==> src/verilog/ccx_pkg.sv <==
/*
  Shared constants and types of the compare/call/logic execution slice.
  Assumes one CPU clock and an 8-bit register file addressed by byte.
*/
package ccx_pkg;

  ////////////////////////////////////////////////////////////////////////////
  // opcodes
  localparam logic [7:0] OP_AND_RR   = 8'h52;
  localparam logic [7:0] OP_AND_RI   = 8'h53;
  localparam logic [7:0] OP_AND_RG   = 8'h54;
  localparam logic [7:0] OP_AND_IR   = 8'h55;
  localparam logic [7:0] OP_AND_IM   = 8'h56;
  localparam logic [7:0] OP_CP_RR    = 8'hA2;
  localparam logic [7:0] OP_CP_RI    = 8'hA3;
  localparam logic [7:0] OP_CP_RG    = 8'hA4;
  localparam logic [7:0] OP_CP_IR    = 8'hA5;
  localparam logic [7:0] OP_CP_IM    = 8'hA6;
  localparam logic [7:0] OP_CALL_DA  = 8'hF6;
  localparam logic [7:0] OP_CALL_IRR = 8'hF4;
  localparam logic [7:0] OP_CCF      = 8'hEF;
  localparam logic [7:0] OP_CLR_R    = 8'hB0;
  localparam logic [7:0] OP_CLR_IR   = 8'hB1;
  localparam logic [7:0] OP_COM_R    = 8'h60;
  localparam logic [7:0] OP_COM_IR   = 8'h61;

  ////////////////////////////////////////////////////////////////////////////
  // cycle counts, flag layout, reset values
  localparam logic [3:0]  CYC_SHORT    = 4'h4;
  localparam logic [3:0]  CYC_LONG     = 4'h6;
  localparam logic [3:0]  CYC_CALL_IRR = 4'hC;
  localparam logic [3:0]  CYC_CALL_DA  = 4'hE;
  localparam int          F_C          = 7;
  localparam int          F_Z          = 6;
  localparam int          F_S          = 5;
  localparam int          F_V          = 4;
  localparam logic [7:0]  M_C          = 8'(1) << F_C;
  localparam logic [7:0]  M_ZSV        = (8'(1) << F_Z) | (8'(1) << F_S) | (8'(1) << F_V);
  localparam logic [15:0] RST_PC       = 16'h0000;
  localparam logic [7:0]  RST_SP       = 8'h00;
  localparam logic [7:0]  RST_FLAGS    = 8'h00;
  localparam logic [3:0]  WORK_PAGE    = 4'hC;

  ////////////////////////////////////////////////////////////////////////////
  // types
  typedef enum logic [2:0] {OC_AND, OC_CP, OC_CALL, OC_CCF, OC_CLR, OC_COM, OC_NOP} ccx_op_t;
  typedef enum logic [2:0] {SM_WORK, SM_WIND, SM_REG, SM_IND, SM_IMM, SM_NONE} ccx_src_t;
  typedef enum logic [2:0] {
    ST_OP = 3'b000, ST_B1 = 3'b001, ST_B2 = 3'b011, ST_PTR = 3'b010,
    ST_SRC = 3'b110, ST_DST = 3'b111, ST_PUSH = 3'b101, ST_PAD = 3'b100
  } ccx_state_t;
  typedef struct packed {
    ccx_op_t    op;
    ccx_src_t   src;
    logic       ind;
    logic [1:0] len;
    logic [3:0] cyc;
  } ccx_dec_t;

endpackage : ccx_pkg

==> src/verilog/ccx_alu_if.sv <==
/*
  Operand and flag bundle between the sequencer and the arithmetic unit.
  Assumes both ends sit on the same clock; the unit itself is combinational.
*/
interface ccx_alu_if;
  import ccx_pkg::*;
  ccx_op_t    op;
  logic [7:0] dstVal;
  logic [7:0] srcVal;
  logic [7:0] flagsIn;
  logic [7:0] result;
  logic [7:0] flagsOut;
  modport core (output op, dstVal, srcVal, flagsIn, input result, flagsOut);
  modport alu  (input op, dstVal, srcVal, flagsIn, output result, flagsOut);
endinterface : ccx_alu_if

==> src/verilog/ccx_alu.sv <==
/*
  Result and flag logic for and, compare, complement, clear and carry toggle.
  Assumes the caller registers the outputs; purely combinational.
*/
module ccx_alu
  import ccx_pkg::*;
(
  ccx_alu_if.alu bus
);
  logic [8:0] diff;
  logic [7:0] res;
  logic [7:0] updMask;
  logic [7:0] newBits;
  logic       isCp;
  logic       ovf;
  logic       newC;

  assign diff    = {1'b0, bus.dstVal} - {1'b0, bus.srcVal};
  assign isCp    = bus.op == OC_CP;
  // operands of opposite sign and the difference carries the source sign
  assign ovf     = (bus.dstVal[7] != bus.srcVal[7]) && (diff[7] == bus.srcVal[7]); // [RL12]
  assign res     = (bus.op == OC_AND) ? (bus.dstVal & bus.srcVal) :              // [RL1]
                   (bus.op == OC_COM) ? ~bus.dstVal :                           // [RL8]
                   (bus.op == OC_CLR) ? 8'h00 : diff[7:0];                      // [RL10]
  assign newC    = isCp ? diff[8] : ~bus.flagsIn[F_C];                          // [RL11] [RL6]
  assign newBits = (8'(newC) << F_C) | (8'(res == 8'h00) << F_Z) | (8'(res[7]) << F_S)
                 | (8'(isCp && ovf) << F_V);                                    // [RL2] [RL9] [RL13]
  // decimal-adjust and half-carry are never in the mask
  assign updMask = isCp ? (M_C | M_ZSV) :
                   ((bus.op == OC_AND) || (bus.op == OC_COM)) ? M_ZSV :
                   (bus.op == OC_CCF) ? M_C : 8'h00;
  assign bus.result   = res;
  assign bus.flagsOut = (bus.flagsIn & ~updMask) | (newBits & updMask);
endmodule : ccx_alu

==> src/verilog/ccx_exec.sv <==
/*
  Multi-cycle sequencer for and, compare, call, carry toggle, clear and complement.
  Assumes program memory and register file answer in the same cycle as the
  registered address; writes land on the edge after the write strobe.
*/
// Notes on behaviour
// (RL1) And stores dst AND src into dst; source untouched.
// (RL2) And: Z on zero, S from bit 7, V cleared, C/D/H kept.
// (RL3) And opcodes 52 (4 cycles), 53 to 56 (6 cycles).
// (RL4) Call pushes low return byte at SP-1, then high byte at SP-2.
// (RL5) Call loads PC with target; F6 3 bytes 14 cycles, F4 12; flags kept.
// (RL6) Opcode EF inverts carry only, in 4 cycles.
// (RL7) B0 and B1 clear the destination in 4 cycles, flags kept.
// (RL8) 60 and 61 invert every destination bit in 4 cycles.
// (RL9) Complement: Z on zero, S from bit 7, V cleared, C/D/H kept.
// (RL10) Compare forms dst minus src for flags only; nothing written.
// (RL11) Compare sets carry on borrow, clears it otherwise.
// (RL12) Compare V: operand signs differ and difference has source sign.
// (RL13) Compare: Z on zero, S on negative, D and H kept.
// (RL14) Compare opcodes A2, A3 two bytes; A4 to A6 three bytes.
// (RL15) Indirect call target from even/odd pair, even register is high byte.
module ccx_exec
  import ccx_pkg::*;
(
  input  logic        clock,
  input  logic        rstn,
  input  logic        ce,
  output logic [15:0] pmAddr,
  input  logic [7:0]  pmData,
  output logic [7:0]  rfAddr,
  input  logic [7:0]  rfRdata,
  output logic [7:0]  rfWdata,
  output logic        rfWe,
  output logic [7:0]  stkAddr,
  output logic [7:0]  stkWdata,
  output logic        stkWe,
  input  logic        flagsLoad,
  input  logic [7:0]  flagsIn,
  input  logic        spLoad,
  input  logic [7:0]  spIn,
  output logic [7:0]  flags,
  output logic [7:0]  sp,
  output logic [15:0] pc,
  output logic        illegalOp,
  output logic        instrDone
);
  ccx_state_t state_ff, nxt_state, nsRaw;
  ccx_dec_t   dec_ff, nxt_dec, decNow, dec;
  logic [3:0]  cnt_ff, nxt_cnt;
  logic [15:0] pc_ff, nxt_pc, pmAddr_ff, nxt_pmAddr, tgt_ff, nxt_tgt, retAddr, newPc;
  logic [7:0]  opc_ff, nxt_opc, b1_ff, nxt_b1, srcVal_ff, nxt_srcVal, dstAddr_ff, nxt_dstAddr;
  logic [7:0]  rfAddr_ff, nxt_rfAddr, rfWdata_ff, nxt_rfWdata, stkAddr_ff, nxt_stkAddr;
  logic [7:0]  stkWdata_ff, nxt_stkWdata, sp_ff, nxt_sp, flags_ff, nxt_flags;
  logic [7:0]  b1Now, dstA, srcA, spDec, rdA, wA, wD;
  logic        rfWe_ff, nxt_rfWe, stkWe_ff, nxt_stkWe, illegal_ff, nxt_illegal;
  logic        done_ff, nxt_done, rdReq, wrReq, pushLo, pushHi, goOperand, updFlags;
  logic        finish, shortForm, srcInd;

  function automatic ccx_dec_t decode(input logic [7:0] o);
    ccx_dec_t d;
    d = '{OC_NOP, SM_NONE, 1'b0, 2'h1, CYC_SHORT};
    case (o)
      OP_AND_RR:   d = '{OC_AND, SM_WORK, 1'b0, 2'h2, CYC_SHORT};
      OP_AND_RI:   d = '{OC_AND, SM_WIND, 1'b0, 2'h2, CYC_LONG};
      OP_AND_RG:   d = '{OC_AND, SM_REG, 1'b0, 2'h3, CYC_LONG};
      OP_AND_IR:   d = '{OC_AND, SM_IND, 1'b0, 2'h3, CYC_LONG};
      OP_AND_IM:   d = '{OC_AND, SM_IMM, 1'b0, 2'h3, CYC_LONG};
      OP_CP_RR:    d = '{OC_CP, SM_WORK, 1'b0, 2'h2, CYC_SHORT};
      OP_CP_RI:    d = '{OC_CP, SM_WIND, 1'b0, 2'h2, CYC_LONG};
      OP_CP_RG:    d = '{OC_CP, SM_REG, 1'b0, 2'h3, CYC_LONG};
      OP_CP_IR:    d = '{OC_CP, SM_IND, 1'b0, 2'h3, CYC_LONG};
      OP_CP_IM:    d = '{OC_CP, SM_IMM, 1'b0, 2'h3, CYC_LONG};
      OP_CALL_DA:  d = '{OC_CALL, SM_NONE, 1'b0, 2'h3, CYC_CALL_DA};
      OP_CALL_IRR: d = '{OC_CALL, SM_NONE, 1'b1, 2'h2, CYC_CALL_IRR};
      OP_CCF:      d = '{OC_CCF, SM_NONE, 1'b0, 2'h1, CYC_SHORT};
      OP_CLR_R:    d = '{OC_CLR, SM_NONE, 1'b0, 2'h2, CYC_SHORT};
      OP_CLR_IR:   d = '{OC_CLR, SM_NONE, 1'b1, 2'h2, CYC_SHORT};
      OP_COM_R:    d = '{OC_COM, SM_NONE, 1'b0, 2'h2, CYC_SHORT};
      OP_COM_IR:   d = '{OC_COM, SM_NONE, 1'b1, 2'h2, CYC_SHORT};
      default: ;
    endcase
    return d;
  endfunction : decode

  function automatic logic [7:0] wreg(input logic [3:0] n);
    return {WORK_PAGE, n};
  endfunction : wreg

  ////////////////////////////////////////////////////////////////////////////
  // decode and operand selection
  assign decNow    = decode(pmData);                                            // [RL3] [RL14]
  assign dec       = (state_ff == ST_OP) ? decNow : dec_ff;
  assign b1Now     = (state_ff == ST_B1) ? pmData : b1_ff;
  assign shortForm = (dec.src == SM_WORK) || (dec.src == SM_WIND);
  assign srcInd    = (dec.src == SM_WIND) || (dec.src == SM_IND);
  // long forms put the source byte first except the literal form
  assign dstA      = shortForm ? wreg(b1Now[7:4]) : (dec.src == SM_IMM) ? b1Now : pmData;
  assign srcA      = shortForm ? wreg(b1Now[3:0]) : b1Now;
  assign retAddr   = pc_ff + 16'(dec.len);                                      // [RL4]
  assign spDec     = sp_ff - 8'h01;
  assign finish    = (nsRaw == ST_PAD) && (cnt_ff == dec.cyc - 4'h1);
  assign newPc     = (dec.op == OC_CALL) ? tgt_ff : retAddr;                    // [RL5]

  ccx_alu_if aluBus ();
  assign aluBus.op      = dec.op;
  assign aluBus.dstVal  = rfRdata;
  assign aluBus.srcVal  = srcVal_ff;
  assign aluBus.flagsIn = flags_ff;

  ccx_alu u_alu (
    .bus (aluBus.alu)
  );

  ////////////////////////////////////////////////////////////////////////////
  // sequencer
  always_comb begin
    {rdReq, wrReq, pushLo, pushHi, goOperand, updFlags} = '0;
    rdA = 8'h00;
    wA = 8'h00;
    wD = 8'h00;
    nsRaw = state_ff;
    nxt_opc = opc_ff;
    nxt_dec = dec_ff;
    nxt_b1 = b1_ff;
    nxt_pmAddr = pmAddr_ff;
    nxt_tgt = tgt_ff;
    nxt_srcVal = srcVal_ff;
    nxt_dstAddr = dstAddr_ff;
    nxt_illegal = 1'b0;
    unique case (state_ff)
      ST_OP: begin
        nxt_opc = pmData;
        nxt_dec = decNow;
        nxt_illegal = decNow.op == OC_NOP;
        if (decNow.len == 2'h1) begin
          updFlags = decNow.op == OC_CCF;                                       // [RL6]
          nsRaw = ST_PAD;
        end else begin
          nxt_pmAddr = pc_ff + 16'h0001;
          nsRaw = ST_B1;
        end
      end
      ST_B1: begin
        nxt_b1 = pmData;
        if (dec.len == 2'h3) begin
          nxt_pmAddr = pc_ff + 16'h0002;
          nsRaw = ST_B2;
        end else begin
          goOperand = 1'b1;
        end
      end
      ST_B2: goOperand = 1'b1;
      ST_PTR: begin
        rdReq = 1'b1;
        rdA = rfRdata;
        nsRaw = ST_SRC;
        case (dec.op)
          OC_CLR: begin
            {rdReq, wrReq, wA, nsRaw} = {1'b0, 1'b1, rfRdata, ST_PAD};          // [RL7]
          end
          OC_COM: begin
            nxt_dstAddr = rfRdata;
            nsRaw = ST_DST;
          end
          OC_CALL: begin
            nxt_tgt[15:8] = rfRdata;                                            // [RL15]
            rdA = {dstAddr_ff[7:1], 1'b1};
          end
          default: ;
        endcase
      end
      ST_SRC: begin
        if (dec.op == OC_CALL) begin
          nxt_tgt[7:0] = rfRdata;
          pushLo = 1'b1;
          nsRaw = ST_PUSH;
        end else begin
          nxt_srcVal = rfRdata;
          {rdReq, rdA, nsRaw} = {1'b1, dstAddr_ff, ST_DST};
        end
      end
      ST_DST: begin
        updFlags = 1'b1;                                                        // [RL2] [RL9] [RL13]
        // compare never writes back
        wrReq = (dec.op == OC_AND) || (dec.op == OC_COM);                       // [RL10]
        wA = dstAddr_ff;
        wD = aluBus.result;                                                     // [RL1] [RL8]
        nsRaw = ST_PAD;
      end
      ST_PUSH: begin
        pushHi = 1'b1;                                                          // [RL4]
        nsRaw = ST_PAD;
      end
      ST_PAD: nsRaw = ST_PAD;
    endcase
    if (goOperand) begin
      case (dec.op)
        OC_CALL: begin
          if (dec.ind) begin
            nxt_dstAddr = {b1Now[7:1], 1'b0};
            {rdReq, rdA, nsRaw} = {1'b1, b1Now[7:1], 1'b0, ST_PTR};             // [RL15]
          end else begin
            nxt_tgt = {b1_ff, pmData};
            pushLo = 1'b1;
            nsRaw = ST_PUSH;
          end
        end
        OC_CLR: begin
          if (dec.ind) {rdReq, rdA, nsRaw} = {1'b1, b1Now, ST_PTR};
          else {wrReq, wA, nsRaw} = {1'b1, b1Now, ST_PAD};                      // [RL7]
        end
        OC_COM: begin
          nxt_dstAddr = b1Now;
          {rdReq, rdA} = {1'b1, b1Now};
          nsRaw = dec.ind ? ST_PTR : ST_DST;
        end
        default: begin
          nxt_dstAddr = dstA;
          rdReq = 1'b1;
          rdA = srcA;
          nsRaw = srcInd ? ST_PTR : ST_SRC;
          if (dec.src == SM_IMM) begin
            nxt_srcVal = pmData;
            {rdA, nsRaw} = {dstA, ST_DST};
          end
        end
      endcase
    end
  end

  // bus strobes, stack and flags follow the sequencer's requests
  always_comb begin
    nxt_rfAddr = rdReq ? rdA : wrReq ? wA : rfAddr_ff;
    nxt_rfWe = wrReq;
    nxt_rfWdata = wrReq ? wD : rfWdata_ff;
    nxt_stkWe = pushLo || pushHi;
    nxt_stkAddr = nxt_stkWe ? spDec : stkAddr_ff;
    nxt_stkWdata = pushLo ? retAddr[7:0] : pushHi ? retAddr[15:8] : stkWdata_ff;
    nxt_sp = nxt_stkWe ? spDec : spLoad ? spIn : sp_ff;
    // instruction updates win over an outside flag load in the same cycle
    nxt_flags = updFlags ? aluBus.flagsOut : flagsLoad ? flagsIn : flags_ff;
    nxt_state = finish ? ST_OP : nsRaw;
    nxt_cnt = finish ? 4'h0 : cnt_ff + 4'h1;
    nxt_pc = finish ? newPc : pc_ff;
    nxt_done = finish;
  end

  ////////////////////////////////////////////////////////////////////////////
  // registers; ce low freezes everything including strobes
  always_ff @(posedge clock or negedge rstn) begin
    if (!rstn) begin
      {state_ff, cnt_ff, pc_ff, pmAddr_ff} <= {ST_OP, 4'h0, RST_PC, RST_PC};
      {opc_ff, dec_ff, b1_ff, done_ff, illegal_ff} <= '0;
    end else if (ce) begin
      {state_ff, cnt_ff, pc_ff} <= {nxt_state, nxt_cnt, nxt_pc};
      pmAddr_ff <= finish ? newPc : nxt_pmAddr;
      {opc_ff, dec_ff, b1_ff, done_ff, illegal_ff} <= {nxt_opc, nxt_dec, nxt_b1, nxt_done,
                                                       nxt_illegal};
    end
  end

  always_ff @(posedge clock or negedge rstn) begin
    if (!rstn) begin
      {srcVal_ff, dstAddr_ff, tgt_ff} <= '0;
      {sp_ff, flags_ff} <= {RST_SP, RST_FLAGS};
      {rfAddr_ff, rfWdata_ff, rfWe_ff, stkAddr_ff, stkWdata_ff, stkWe_ff} <= '0;
    end else if (ce) begin
      {srcVal_ff, dstAddr_ff, tgt_ff} <= {nxt_srcVal, nxt_dstAddr, nxt_tgt};
      {sp_ff, flags_ff} <= {nxt_sp, nxt_flags};
      {rfAddr_ff, rfWdata_ff, rfWe_ff} <= {nxt_rfAddr, nxt_rfWdata, nxt_rfWe};
      {stkAddr_ff, stkWdata_ff, stkWe_ff} <= {nxt_stkAddr, nxt_stkWdata, nxt_stkWe};
    end
  end

  assign {pmAddr, rfAddr, rfWdata, rfWe} = {pmAddr_ff, rfAddr_ff, rfWdata_ff, rfWe_ff};
  assign {stkAddr, stkWdata, stkWe} = {stkAddr_ff, stkWdata_ff, stkWe_ff};
  assign {flags, sp} = {flags_ff, sp_ff};
  assign {pc, illegalOp, instrDone} = {pc_ff, illegal_ff, done_ff};

  ////////////////////////////////////////////////////////////////////////////
  // checks
  property p_and_res;
    @(posedge clock) disable iff (!rstn)
    (ce && state_ff == ST_DST && dec_ff.op == OC_AND) |=>
      rfWe_ff && rfAddr_ff == $past(dstAddr_ff)
      && rfWdata_ff == ($past(rfRdata) & $past(srcVal_ff));
  endproperty
  a_and_res: assert property (p_and_res) else $error("and result wrong"); // [RL1]
  property p_and_flg;
    @(posedge clock) disable iff (!rstn)
    (ce && state_ff == ST_DST && dec_ff.op == OC_AND) |=> !flags_ff[F_V]
      && flags_ff[F_Z] == (rfWdata_ff == 8'h00) && flags_ff[F_S] == rfWdata_ff[7]
      && flags_ff[3:0] == $past(flags_ff[3:0]) && flags_ff[F_C] == $past(flags_ff[F_C]);
  endproperty
  a_and_flg: assert property (p_and_flg) else $error("and flags wrong"); // [RL2]
  property p_and_len;
    @(posedge clock) disable iff (!rstn)
    (ce && finish && state_ff != ST_OP && opc_ff inside {[OP_AND_RR:OP_AND_IM]}) |->
      cnt_ff == ((opc_ff == OP_AND_RR) ? 4'h3 : 4'h5);
  endproperty
  a_and_len: assert property (p_and_len) else $error("and length wrong"); // [RL3]
  property p_push;
    @(posedge clock) disable iff (!rstn)
    (ce && state_ff == ST_PUSH) |=> stkWe_ff && stkAddr_ff == $past(sp_ff) - 8'h01
      && stkWdata_ff == $past(retAddr[15:8]) && $past(stkWdata_ff) == $past(retAddr[7:0]);
  endproperty
  a_push: assert property (p_push) else $error("call push wrong"); // [RL4]
  property p_call;
    @(posedge clock) disable iff (!rstn)
    (ce && finish && state_ff != ST_OP && dec_ff.op == OC_CALL) |->
      cnt_ff == ((opc_ff == OP_CALL_DA) ? 4'hD : 4'hB) ##1
      (pc_ff == $past(tgt_ff) && pmAddr_ff == $past(tgt_ff) && flags_ff == $past(flags_ff));
  endproperty
  a_call: assert property (p_call) else $error("call target or length wrong"); // [RL5]
  property p_ccf;
    @(posedge clock) disable iff (!rstn)
    (ce && state_ff == ST_OP && pmData == OP_CCF && !flagsLoad) |=>
      flags_ff == ($past(flags_ff) ^ M_C) && state_ff == ST_PAD;
  endproperty
  a_ccf: assert property (p_ccf) else $error("carry toggle wrong"); // [RL6]
  property p_clr;
    @(posedge clock) disable iff (!rstn)
    (rfWe_ff && dec_ff.op == OC_CLR) |-> rfWdata_ff == 8'h00 && flags_ff == $past(flags_ff);
  endproperty
  a_clr: assert property (p_clr) else $error("clear wrote nonzero"); // [RL7]
  property p_com;
    @(posedge clock) disable iff (!rstn)
    (ce && state_ff == ST_DST && dec_ff.op == OC_COM) |=> rfWe_ff
      && rfWdata_ff == ~$past(rfRdata) && !flags_ff[F_V] && flags_ff[F_S] == rfWdata_ff[7];
  endproperty
  a_com: assert property (p_com) else $error("complement wrong"); // [RL8]
  property p_cp_nowr;
    @(posedge clock) disable iff (!rstn)
    (dec_ff.op == OC_CP && state_ff != ST_OP) |-> !rfWe_ff;
  endproperty
  a_cp_nowr: assert property (p_cp_nowr) else $error("compare wrote back"); // [RL10]
  property p_cp_flg;
    @(posedge clock) disable iff (!rstn)
    (ce && state_ff == ST_DST && dec_ff.op == OC_CP) |=>
      flags_ff[F_C] == ($past(srcVal_ff) > $past(rfRdata))
      && flags_ff[F_Z] == ($past(srcVal_ff) == $past(rfRdata))
      && flags_ff[F_V] == (($past(rfRdata[7]) != $past(srcVal_ff[7]))
                           && (8'($past(rfRdata) - $past(srcVal_ff)) >> 7) == $past(srcVal_ff[7]));
  endproperty
  a_cp_flg: assert property (p_cp_flg) else $error("compare flags wrong"); // [RL11]
endmodule : ccx_exec

==> config.mk <==
export PLATFORM = sky130hd
export DESIGN_NAME = ccx_exec
export DESIGN_NICKNAME = d
export VERILOG_FILES = /design/src/verilog/ccx_pkg.sv /design/src/verilog/ccx_alu_if.sv /design/src/verilog/ccx_alu.sv /design/src/verilog/ccx_exec.sv
export SDC_FILE = /design/constraint.sdc
export NUM_CORES = 1
export LEC_CHECK = 0
export CORE_UTILIZATION = 65
export DETAILED_ROUTE_END_ITERATION = 8
export DONT_BUFFER_PORTS = 1
export PLACE_DENSITY_LB_ADDON = 0.1
export SKIP_LAST_GASP = 1
export SLEW_MARGIN = 15
export SYNTH_ARGS = -nofsm -noshare
export SYNTH_HDL_FRONTEND = slang
export SYNTH_SLANG_ARGS = --single-unit
==> constraint.sdc <==
create_clock -name clock -period 7.1 [get_ports clock]
set_input_delay 0.355 -clock clock [delete_from_list [all_inputs] [get_ports clock]]
set_output_delay 0.355 -clock clock [all_outputs]
set_load 0.05 [all_outputs]
Word-level counts from Yosys, hierarchy flattened
Index checks and enable logic that the tools add are counted.
W data, S select, Z words.
{ "classes": {"addsub": 7, "n_mul": 0, "div": 0, "magnitude_cmp": 0, "eq_ne": 42, "shifts": 0, "mux": 93, "n_bitwise": 10, "reduce_logical": 27} }
{ "ops": {"columns": ["op", "count"], "rows": [
  ["$mux W8", 42],
  ["$pmux W13 S17", 1],
  ["$mux W16", 7],
  ["$eq A8 B8 Y1 const B", 10],
  ["$eq A8 B7 Y1 const B", 7],
  ["$pmux W8 S3", 2],
  ["$pmux W16 S2", 1],
  ["$pmux W8 S2", 2],
  ["$eq A3 B3 Y1 const B", 9],
  ["$mux W3", 9],
  ["$and A8 B8 Y8", 3],
  ["$mux W1", 19],
  ["$eq A3 B2 Y1 const B", 6],
  ["$add A16 B1 Y16 const B", 1],
  ["$add A16 B2 Y16", 1],
  ["$add A16 B2 Y16 const B", 1],
  ["$not A8 Y8", 2],
  ["$pmux W3 S5", 1],
  ["$reduce_and A2 Y1", 7],
  ["$mux W13", 1],
  ["$eq A3 B1 Y1 const B", 3],
  ["$logic_not A3 Y1", 3],
  ["$pmux W3 S3", 1],
  ["$sub A8 B8 Y9", 1],
  ["other kinds (27)", 39]
]} }
{ "totals": {"reg_bits": 144, "latch_bits": 0, "ram_bits": 0, "romBits": 0, "elab_cells": 202, "n_memories": 0} }

Longest topological paths before layout
Gate-level depths: netlist of run 1.
{ "logic_depth": {"word_depth": 14, "mapped_depth": 17, "ltp_nobuf": 16} }

Hierarchy
Synthesis of run 1 repeated with hierarchy kept, for this count alone.
{ "hier_totals": {"hier_cells": 1080, "hier_area_um2": 9406.5} }
{ "modules_own_cells": {"columns": ["module", "instances", "cells_each", "area_per_inst_um2", "seq_area_each_um2"], "rows": [
  ["ccx_exec", 1, 958, 8545.7, 3603.5],
  ["ccx_alu", 1, 122, 860.8, 0.0]
]} }

Worst setup path after synthesis of run 1
Ideal clock, no wire load.
{ "synth_path": {"kind": "input-to-reg", "startpoint": "input pmData[3]", "endpoint": "register pmAddr_ff[10] (netlist: pmAddr[10])", "setup_time_ns": 0.126, "t_arrival_ns": 3.333, "setup_slack_ns": 3.641, "stages": 16, "path_buffers": 2, "cell_sequence": "buf_2 -> or3_4 -> a211oi_4 -> a21o_1 -> or3_1 -> o2111a_1 -> a21oi_1 -> ha_1 -> xor2_1 -> xnor2_1 -> nor4_1 -> nand2_1 -> nand4b_4 -> and2_1 -> buf_6 -> a221o_1"} }
{ "synth_via": {"elab_chain_cells": 13, "elab_cells_between_ends": 53} }
{ "synth_lines": {"columns": ["element", "line", "source"], "rows": [
  ["start, declared", "ccx_exec.sv:29", "input logic [7:0] pmData,"],
  ["$eq A8 B7 Y1 or $eq A8 B8 Y1 (tied branches)", "ccx_exec.sv:62", "case (o)"],
  ["$pmux W13 S17 (*)", "ccx_exec.sv:62", null],
  ["$mux W13", null, null],
  ["$eq A3 B1 Y1 or $eq A3 B2 Y1 (tied branches)", "ccx_exec.sv:95", "assign srcInd = (dec.src == SM_WIND) || (dec.src == SM_IND);"],
  ["$logic_or A1 B1 Y1", "ccx_exec.sv:95", null],
  ["$mux W3", "ccx_exec.sv:221", "nsRaw = srcInd ? ST_PTR : ST_SRC;"],
  ["$mux W3", "ccx_exec.sv:222", "if (dec.src == SM_IMM) begin"],
  ["$pmux W3 S3", "ccx_exec.sv:197", "case (dec.op)"],
  ["$mux W3", "ccx_exec.sv:196", "if (goOperand) begin"],
  ["$eq A3 B3 Y1", "ccx_exec.sv:101", "assign finish = (nsRaw == ST_PAD) && (cnt_ff == dec.cyc - 4'h1);"],
  ["$logic_and A1 B1 Y1", "ccx_exec.sv:101", null],
  ["$ne A3 B2 Y1 (no line) (tied with other cells)", null, null],
  ["$reduce_and A4 Y1 (no line)", null, null],
  ["end signal, assigned", "ccx_exec.sv:252", "{state_ff, cnt_ff, pc_ff, pmAddr_ff} <= {ST_OP, 4'h0, RST_PC, RST_PC};"],
  ["end signal, assigned", "ccx_exec.sv:256", "pmAddr_ff <= finish ? newPc : nxt_pmAddr;"],
  ["end, declared", "ccx_exec.sv:50", "logic [15:0] pc_ff, nxt_pc, pmAddr_ff, nxt_pmAddr, tgt_ff, nxt_tgt, retAddr, newPc;"]
]} }
Every way passes the cells marked *; elsewhere a longest branch is shown, timed or not.
A chain may end at the register's enable or synchronous reset.

Worst setup path after layout of run 1
{ "layout_path": {"startpoint": "register state_ff[2]", "endpoint": "register pmAddr_ff[10] (netlist: pmAddr[10])"} }
{ "layout_via": {"elab_chain_cells": 12, "elab_cells_between_ends": 43} }
{ "layout_lines": {"columns": ["element", "line", "source"], "rows": [
  ["start, declared", "ccx_exec.sv:47", "ccx_state_t state_ff, nxt_state, nsRaw;"],
  ["start signal, assigned", "ccx_exec.sv:252", null],
  ["start signal, assigned", "ccx_exec.sv:255", "{state_ff, cnt_ff, pc_ff} <= {nxt_state, nxt_cnt, nxt_pc};"],
  ["$logic_not A3 Y1", "ccx_exec.sv:92, ccx_exec.sv:130", null],
  ["$mux W13", null, null],
  ["$eq A3 B1 Y1 or $eq A3 B2 Y1 (tied branches)", "ccx_exec.sv:95", null],
  ["$logic_or A1 B1 Y1", "ccx_exec.sv:95", null],
  ["$mux W3", "ccx_exec.sv:221", null],
  ["$mux W3", "ccx_exec.sv:222", null],
  ["$pmux W3 S3", "ccx_exec.sv:197", null],
  ["$mux W3", "ccx_exec.sv:196", null],
  ["$eq A3 B3 Y1", "ccx_exec.sv:101", null],
  ["$logic_and A1 B1 Y1", "ccx_exec.sv:101", null],
  ["$ne A3 B2 Y1 (no line) (tied with other cells)", null, null],
  ["$reduce_and A4 Y1 (no line)", null, null]
]} }
Several ways; a longest one is shown, not always the timed one.

==> results of run 1 <==
## cell usage in the layout, fill, tap and decap left out, drive strengths merged, types with 5 or more instances in the layout
master / synthesis / routed
a211o: 10 / 10
a211oi: 11 / 11
a21boi: 5 / 5
a21o: 12 / 12
a21oi: 93 / 93
a221o: 11 / 11
a221oi: 7 / 7
a22o: 5 / 5
a22oi: 5 / 5
a31oi: 15 / 15
and2: 8 / 8
and3: 8 / 8
buf: 35 / 10
clkbuf: 40 / 18
clkinv: 1 / 6
dfrtp: 144 / 144
ha: 23 / 23
inv: 29 / 36
mux2: 18 / 18
mux2i: 29 / 29
nand2: 146 / 146
nand2b: 13 / 13
nand3: 31 / 31
nand4: 6 / 6
nor2: 113 / 113
nor3: 21 / 21
nor3b: 5 / 5
o211ai: 12 / 12
o21a: 6 / 6
o21ai: 92 / 92
o22ai: 42 / 42
o31ai: 7 / 7
or3: 6 / 6
xnor2: 24 / 24
xor2: 26 / 26
## power by group through the flow
stage	registers [mW]	logic, mW	clock network (mW)
2_1_floorplan	2.12	1.59	0
4_1_cts	2.26	1.97	0.894
3_3_place_gp	2.27	1.91	0
3_5_place_dp	2.27	1.93	0
5_1_grt	2.32	2.23	0.930
6_report	2.27	2.02	0.889
## area by class of cell
cell class | count | area share (%)
Sequential cell | 144 | 35.4
Tap cell | 184 | 2.26
Multi-Input combinational cell | 877 | 54.3
Timing Repair Buffer | 14 | 1.33
Clock inverter | 14 | 1.46
Inverter | 30 | 1.11
Clock buffer | 18 | 4.21
## cell usage after synthesis (all sizes together), types with 12 or more instances
library cell / instances
a21o: 12
mux2: 18
nand3: 31
ha: 23
o21ai: 92
xnor2: 24
clkbuf: 40
dfrtp: 144
inv: 29
o22ai: 42
xor2: 26
a31oi: 15
nand2b: 13
nor3: 21
nand2: 146
mux2i: 29
o211ai: 12
buf: 35
nor2: 113
a21oi: 93
## worst max-delay path by stage
stage / start / endpoint / slack (ns) / cells after the start
after detailed placement: pmData[7] / pmAddr[10] / 2.79 / 14
final: state_ff[2] / pmAddr[10] / 2.72 / 8
after global placement: pmData[7] / pmAddr[10] / 2.86 / 14
after floorplan: pmData[3] / pmAddr[10] / 3.64 / 16
after CTS: state_ff[2] / pmAddr[10] / 2.85 / 8
after global routing: state_ff[2] / pmAddr[10] / 2.47 / 10
## critical path, stage by stage (launching register included)
cell and delay, ns:
dfrtp_1 0.68, or3_1 0.73, a211o_1 0.41, nand2_2 0.40, nand2_1 0.16, o21ai_2 0.45
nand4b_4 0.57, and2_1 0.45, a221o_1 0.39
## state kept, by name, summed over array words and instances, names as in the netlist, named ones only
| register | cells |
|---|---|
| pc | 16 |
| pmAddr | 16 |
| tgt_ff | 16 |
| dec_ff | 13 |
| aluBus.srcVal | 8 |
| b1_ff | 8 |
| dstAddr_ff | 8 |
| rfAddr | 8 |
| rfWdata | 8 |
| sp | 8 |
| stkAddr | 8 |
| stkWdata | 8 |
| cnt_ff | 4 |
| flags | 4 |
| state_ff | 3 |
| illegalOp | 1 |
| instrDone | 1 |
| rfWe | 1 |
| stkWe | 1 |
## cells by family after synthesis
group / Yosys count / synth area share (%)
AND/OR/NAND/NOR: 386 / 18.9
AO/OA/AOI/OAI: 369 / 25.1
flip-flops: 144 / 37.5
buffers and inverters: 105 / 5.04
XOR/XNOR: 50 / 4.64
multiplexers: 47 / 5.41
adder cells (fa/ha/maj): 25 / 3.41
## per-layer routing
layer	part of all wire (%)	vias to the layer above
met1	43	4039
met3	11	88
li1	-	4007
met5	0	-
met4	3.3	0
met2	42	503
==> flow_summary_export.csv, run 1 <==
group,metric,value,unit
synth,synth_top_cells_by_area,"dfrtp_1 (38%), nand2_1 (5.7%), a21oi_1 (4.7%), nor2_1 (4.4%), o21ai_0 (4.4%)",
placement,port-buffer-count,0,
cts,cts_tree,"done",
synth,synth_seq_area_share,37.5,%
route,avgRoutedWirePerCell,21.5,um
sta,final.period_utilization,61.7,%
sta,relSlewSlack,19.8,%
sta,unrepaired_setup_endpoints_after_global_routing,"false",
floorplanning,fp.coreArea,0.0145,sq mm
setup_path,critPathRequiredTime,7.42,ns
synth,synthFlopType,"dfrtp_1",
min_path,worst_min_delay_path_class,"in2reg",
cts,post_cts.repair.setup_buffers,0,
power_and_ir_drop,pwr-share-clk,17.2,%
min_path,hold_start,"ce",
grt,grt_util_met2,52.9,%
run_status,run_status,"completed",
sta,finalHoldViolCount,0,
cts,cts.repair.resized,0,
grt,grt_pass1_vias,7752,
floorplanning,die_area,0.0153,sq mm
floorplanning,die_w,124,um
placement,dpl.cell_count,1244,
min_path,whs_endpoint,"cnt_ff[3]",
synth,postSynth.asyncResetShare,100,%
floorplanning,fp-row-count,44,
route,drt_via_density,6.74,
setup_path,source_of_the_worst_register_to_register_timing_path,"state_ff[2]",
cts,cts_root_buf,"clkbuf_16",
cts,clock_insertion_delay_worst_skew,0.44,ns
grt,grt_start_max_net_pins,145,
placement,placed_area,0.00954,sq mm
sta,tns,0,ns
route,final_routed_wirelength,27.5,mm
cts,clock_pin_slew_on_the_worst_setup_and_hold_paths,0.07,ns
placement,place_congestion,1.05,
synth,synthesis.yosys.warnings,0,
synth,portion_of_synthesized_cell_area_occupied_by_the_leading_cell_type,37.5,%
synth,post_synth_instance_area,0.00961,sq mm
sta,finalMaxSlewViolations,0,
setup_path,r2r_slack,2.72,ns
floorplanning,floorplan.initialDensity,66.3,%
sta,finalSetupViolations,0,
grt,grt_use_met3,11.2,%
setup_path,end_kind,"register",
cts,htree_levels,4,
sta,clock.fmax,228,MHz
power_and_ir_drop,p_int,2.44,mW
cts,clock_sink_count,144,
route,drt_first_pass_iters,7,
power_and_ir_drop,power.sequential.fraction,43.8,%
power_and_ir_drop,switching_share,53.0,%
synth,post_synth_num_cell_types,87,
min_path,hold_depth,1,
placement,total_half_perimeter_wirelength_after_legalization_and_detailed_placement,18.7,mm
synth,largest_area_contributor_in_the_netlist,"dfrtp_1",
floorplanning,die-height,124,um
route,detailedRoute.firstIterationViolations,1101,
power_and_ir_drop,fin_total_pwr,5.18,mW
finish,area_growth_syn_to_layout,6.07,%
finish,final_non_filler_cell_total,1281,
grt,grt.total_usage,37.4,%
cts,numCtsBuffers,17,
finish,layout.core_utilization,70.4,%
route,final_antenna_net_count,0,
sta,worstMarginPinSlew,1.20,ns
sta,hold-worst-slack,0.0119,ns
finish,seq_area,0.00360,sq mm
power_and_ir_drop,power_frac_comb,39.1,%
synth,number_of_storage_elements_in_the_synthesis_netlist,144,
finish,filler_cell_count,1106,
sta,finalClockSkew,0.0100,ns
synth,synthesis.area_per_instance,8.53,sq um
synth,post_synth_inst_count,1126,
setup_path,crit-reg2reg-capture,"pmAddr[10]",
placement,pre_cts_ws,2.79,ns
synth,synth_enable_flop_cells,0,
route,route.detailed.drc,0,
grt,grt_antenna_before_repair,0,
synth,synth.net_count,1188,
grt,busiest_layer,"met1",
power_and_ir_drop,power_density,509,mW/mm^2
grt,grt_overflow_total,0,
finish,drive_above_1_share,8.57,%
flow_run,max-cap-violations,0,
finish,insertedDiodeCount,0,
setup_path,worst_r2r_path_depth,8,
finish,multi_input_logic_area,0.00553,sq mm
cts,cts-root-to-sink-buffers,2,
setup_path,cp_max_fo,42,
sta,setup_ws,2.72,ns
finish,final_cell_area,0.0102,sq mm
floorplanning,ios,121,
power_and_ir_drop,p_leak,4.47,nW
setup_path,cp.arrival,4.70,ns
finish,finalNetCount,1146,
setup_path,setup.worst_path.start_class,"register",
grt,global_route_wire_length_before_repair,42.5,mm
setup_path,worst-setup-path-type,"reg2reg",
route,route.vias.total,8637,
cts,holdBufCountCts,5,
sta,final_period_minus_worst_setup_slack,4.38,ns
power_and_ir_drop,vdd_drop_max,0.295,mV
power_and_ir_drop,total_switching_power,2.74,mW
grt,gr-usage-met1,53.1,%
No activity file was read; power rests on OpenSTA's default activity.
==> run 2, diff against run 1 <==
clock period = 4.1 ns   (was 7.1 ns; I/O delays follow)
==> flow_summary_export.csv, run 2 (synthesized netlist as in run 1, its figures left out) <==
group,metric,value,unit
grt,grt.total_usage,38.4,%
setup_path,r2r_slack,0.46,ns
run_status,run_status,"completed",
route,final_antenna_net_count,0,
min_path,worst_min_delay_path_class,"in2reg",
route,detailedRoute.firstIterationViolations,1103,
grt,grt_antenna_before_repair,0,
grt,grt_overflow_total,0,
placement,placed_area,0.00968,sq mm
route,drt_via_density,6.83,
floorplanning,fp.coreArea,0.0145,sq mm
placement,total_half_perimeter_wirelength_after_legalization_and_detailed_placement,19.3,mm
setup_path,critPathRequiredTime,4.41,ns
sta,worstMarginPinSlew,0.899,ns
power_and_ir_drop,power_density,872,mW/mm^2
cts,cts-root-to-sink-buffers,2,
cts,cts.repair.resized,0,
floorplanning,die_w,124,um
setup_path,cp.arrival,3.95,ns
setup_path,cp_max_fo,17,
sta,unrepaired_setup_endpoints_after_global_routing,"false",
route,route.detailed.drc,0,
cts,cts_root_buf,"clkbuf_16",
finish,layout.cells.most_common,"nand2_1",
cts,clock_pin_slew_on_the_worst_setup_and_hold_paths,0.06,ns
route,route.vias.total,8982,
sta,relSlewSlack,38.4,%
cts,clock_sink_count,144,
cts,htree_levels,4,
setup_path,end_kind,"register",
floorplanning,floorplan.initialDensity,66.3,%
floorplanning,ios,121,
finish,finalNetCount,1181,
grt,grt_start_max_net_pins,145,
flow_run,max-cap-violations,0,
floorplanning,die_area,0.0153,sq mm
sta,finalMaxSlewViolations,0,
sta,tns,0,ns
setup_path,worst-setup-path-type,"reg2reg",
route,drt_first_pass_iters,8,
power_and_ir_drop,vdd_drop_max,0.603,mV
floorplanning,fp-row-count,44,
placement,port-buffer-count,0,
cts,numCtsBuffers,17,
route,avgRoutedWirePerCell,21.8,um
finish,mostFrequentLayoutCells,"nand2_1 (145), dfrtp_1 (144), nor2_1 (112), a21oi_1 (91), o21ai_0 (84)",
power_and_ir_drop,p_leak,4.63,nW
finish,final_cell_area,0.0105,sq mm
sta,clock.fmax,275,MHz
sta,finalSetupViolations,0,
setup_path,setup.worst_path.start_class,"register",
finish,area_growth_syn_to_layout,9.46,%
cts,clock_insertion_delay_worst_skew,0.44,ns
sta,finalClockSkew,0.0102,ns
sta,final.period_utilization,88.7,%
floorplanning,die-height,124,um
setup_path,source_of_the_worst_register_to_register_timing_path,"state_ff[1]",
setup_path,startpoint,"state_ff[1]",
cts,cts_tree,"done",
route,final_routed_wirelength,28.6,mm
grt,global_route_wire_length_before_repair,43.9,mm
grt,grt_pass1_vias,8044,
min_path,hold_start,"pmData[2]",
sta,final_period_minus_worst_setup_slack,3.64,ns
finish,insertedDiodeCount,0,
sta,finalHoldViolCount,0,
placement,place_congestion,0.970,
finish,drive_above_1_share,9.81,%
## run 2: changes by cell type in the layout (fill, tap and decap cells not counted), moves of 2 or more
cell | before | now
inv_6 | 6 | 4
dlygate4sd3_1 | 4 | 19
clkbuf_8 | 0 | 2
clkinvlp_4 | 1 | 3
clkinv_4 | 3 | 1
buf_4 | 9 | 28
## run 2: cell type report
type / count / area [sq um]
clock buffers: 21 / 460
clock inverters: 10 / 126
fillers: 1146 / 3970
inverters: 30 / 113
multi-input cells: 877 / 5530
flip-flops and latches: 144 / 3600
well taps: 184 / 230
repair buffers: 49 / 455
## run 2: worst max-delay path, stage by stage (launching register included)
cell	delay [ns]
dfrtp_1	0.38
or3_1	0.68
nand3b_1	0.24
and2_4	0.27
a21oi_2	0.13
o21ai_1	0.47
nand2_1	0.28
nand2_1	0.29
a21bo_1	0.43
mux2_4	0.34
## run 2: report_power, final
part	total, mW	internal (mW)	switching, mW
logic	3.74	1.45	2.29
clock network	1.58	0.933	0.643
registers	3.85	2.00	1.85
total	9.17	4.39	4.78
## run 2: metrics by stage
step	power [mW]	cells	setup WS (ns)	hold slack, ns	util (%)
detailed placement	7.40	1263	0.318	-0.0873	66.9
finish	9.17	1315	0.463	0.00982	72.6
global route	9.63	1315	0.348	0.00714	72.6
floorplan	6.43	1126	0.791	-0.0906	-
CTS	9.04	1315	0.640	0.000973	72.6
global placement	7.33	1263	0.551	-0.0880	66.9
## run 2: worst paths after layout
path                                               to  cells past startpoint
hold / removal                       aluBus.srcVal[2]                      2
setup / recovery                            rfAddr[6]                      9
max in group asynchronous                    flags[2]                      2
min in group asynchronous  asynchronous set/reset pin                      2
setup reg to reg                            rfAddr[6]                      9
hold reg to reg                         dstAddr_ff[0]                      1
## run 2: layer usage
layer,part of all wire [%],global-route usage [%],wire length (um),up-vias
met5,0,0,0,-
li1,-,-,-,4070
met3,12,12.7,3480,112
met2,43,54.4,12200,590
met1,41,53.8,11900,4210
met4,3.9,15.0,1120,0
## run 2: what timing repair did
item	4_1_cts	5_1_grt
hold buffers	21	0
buffers inserted	0	0
hold endpoints to repair	211	0
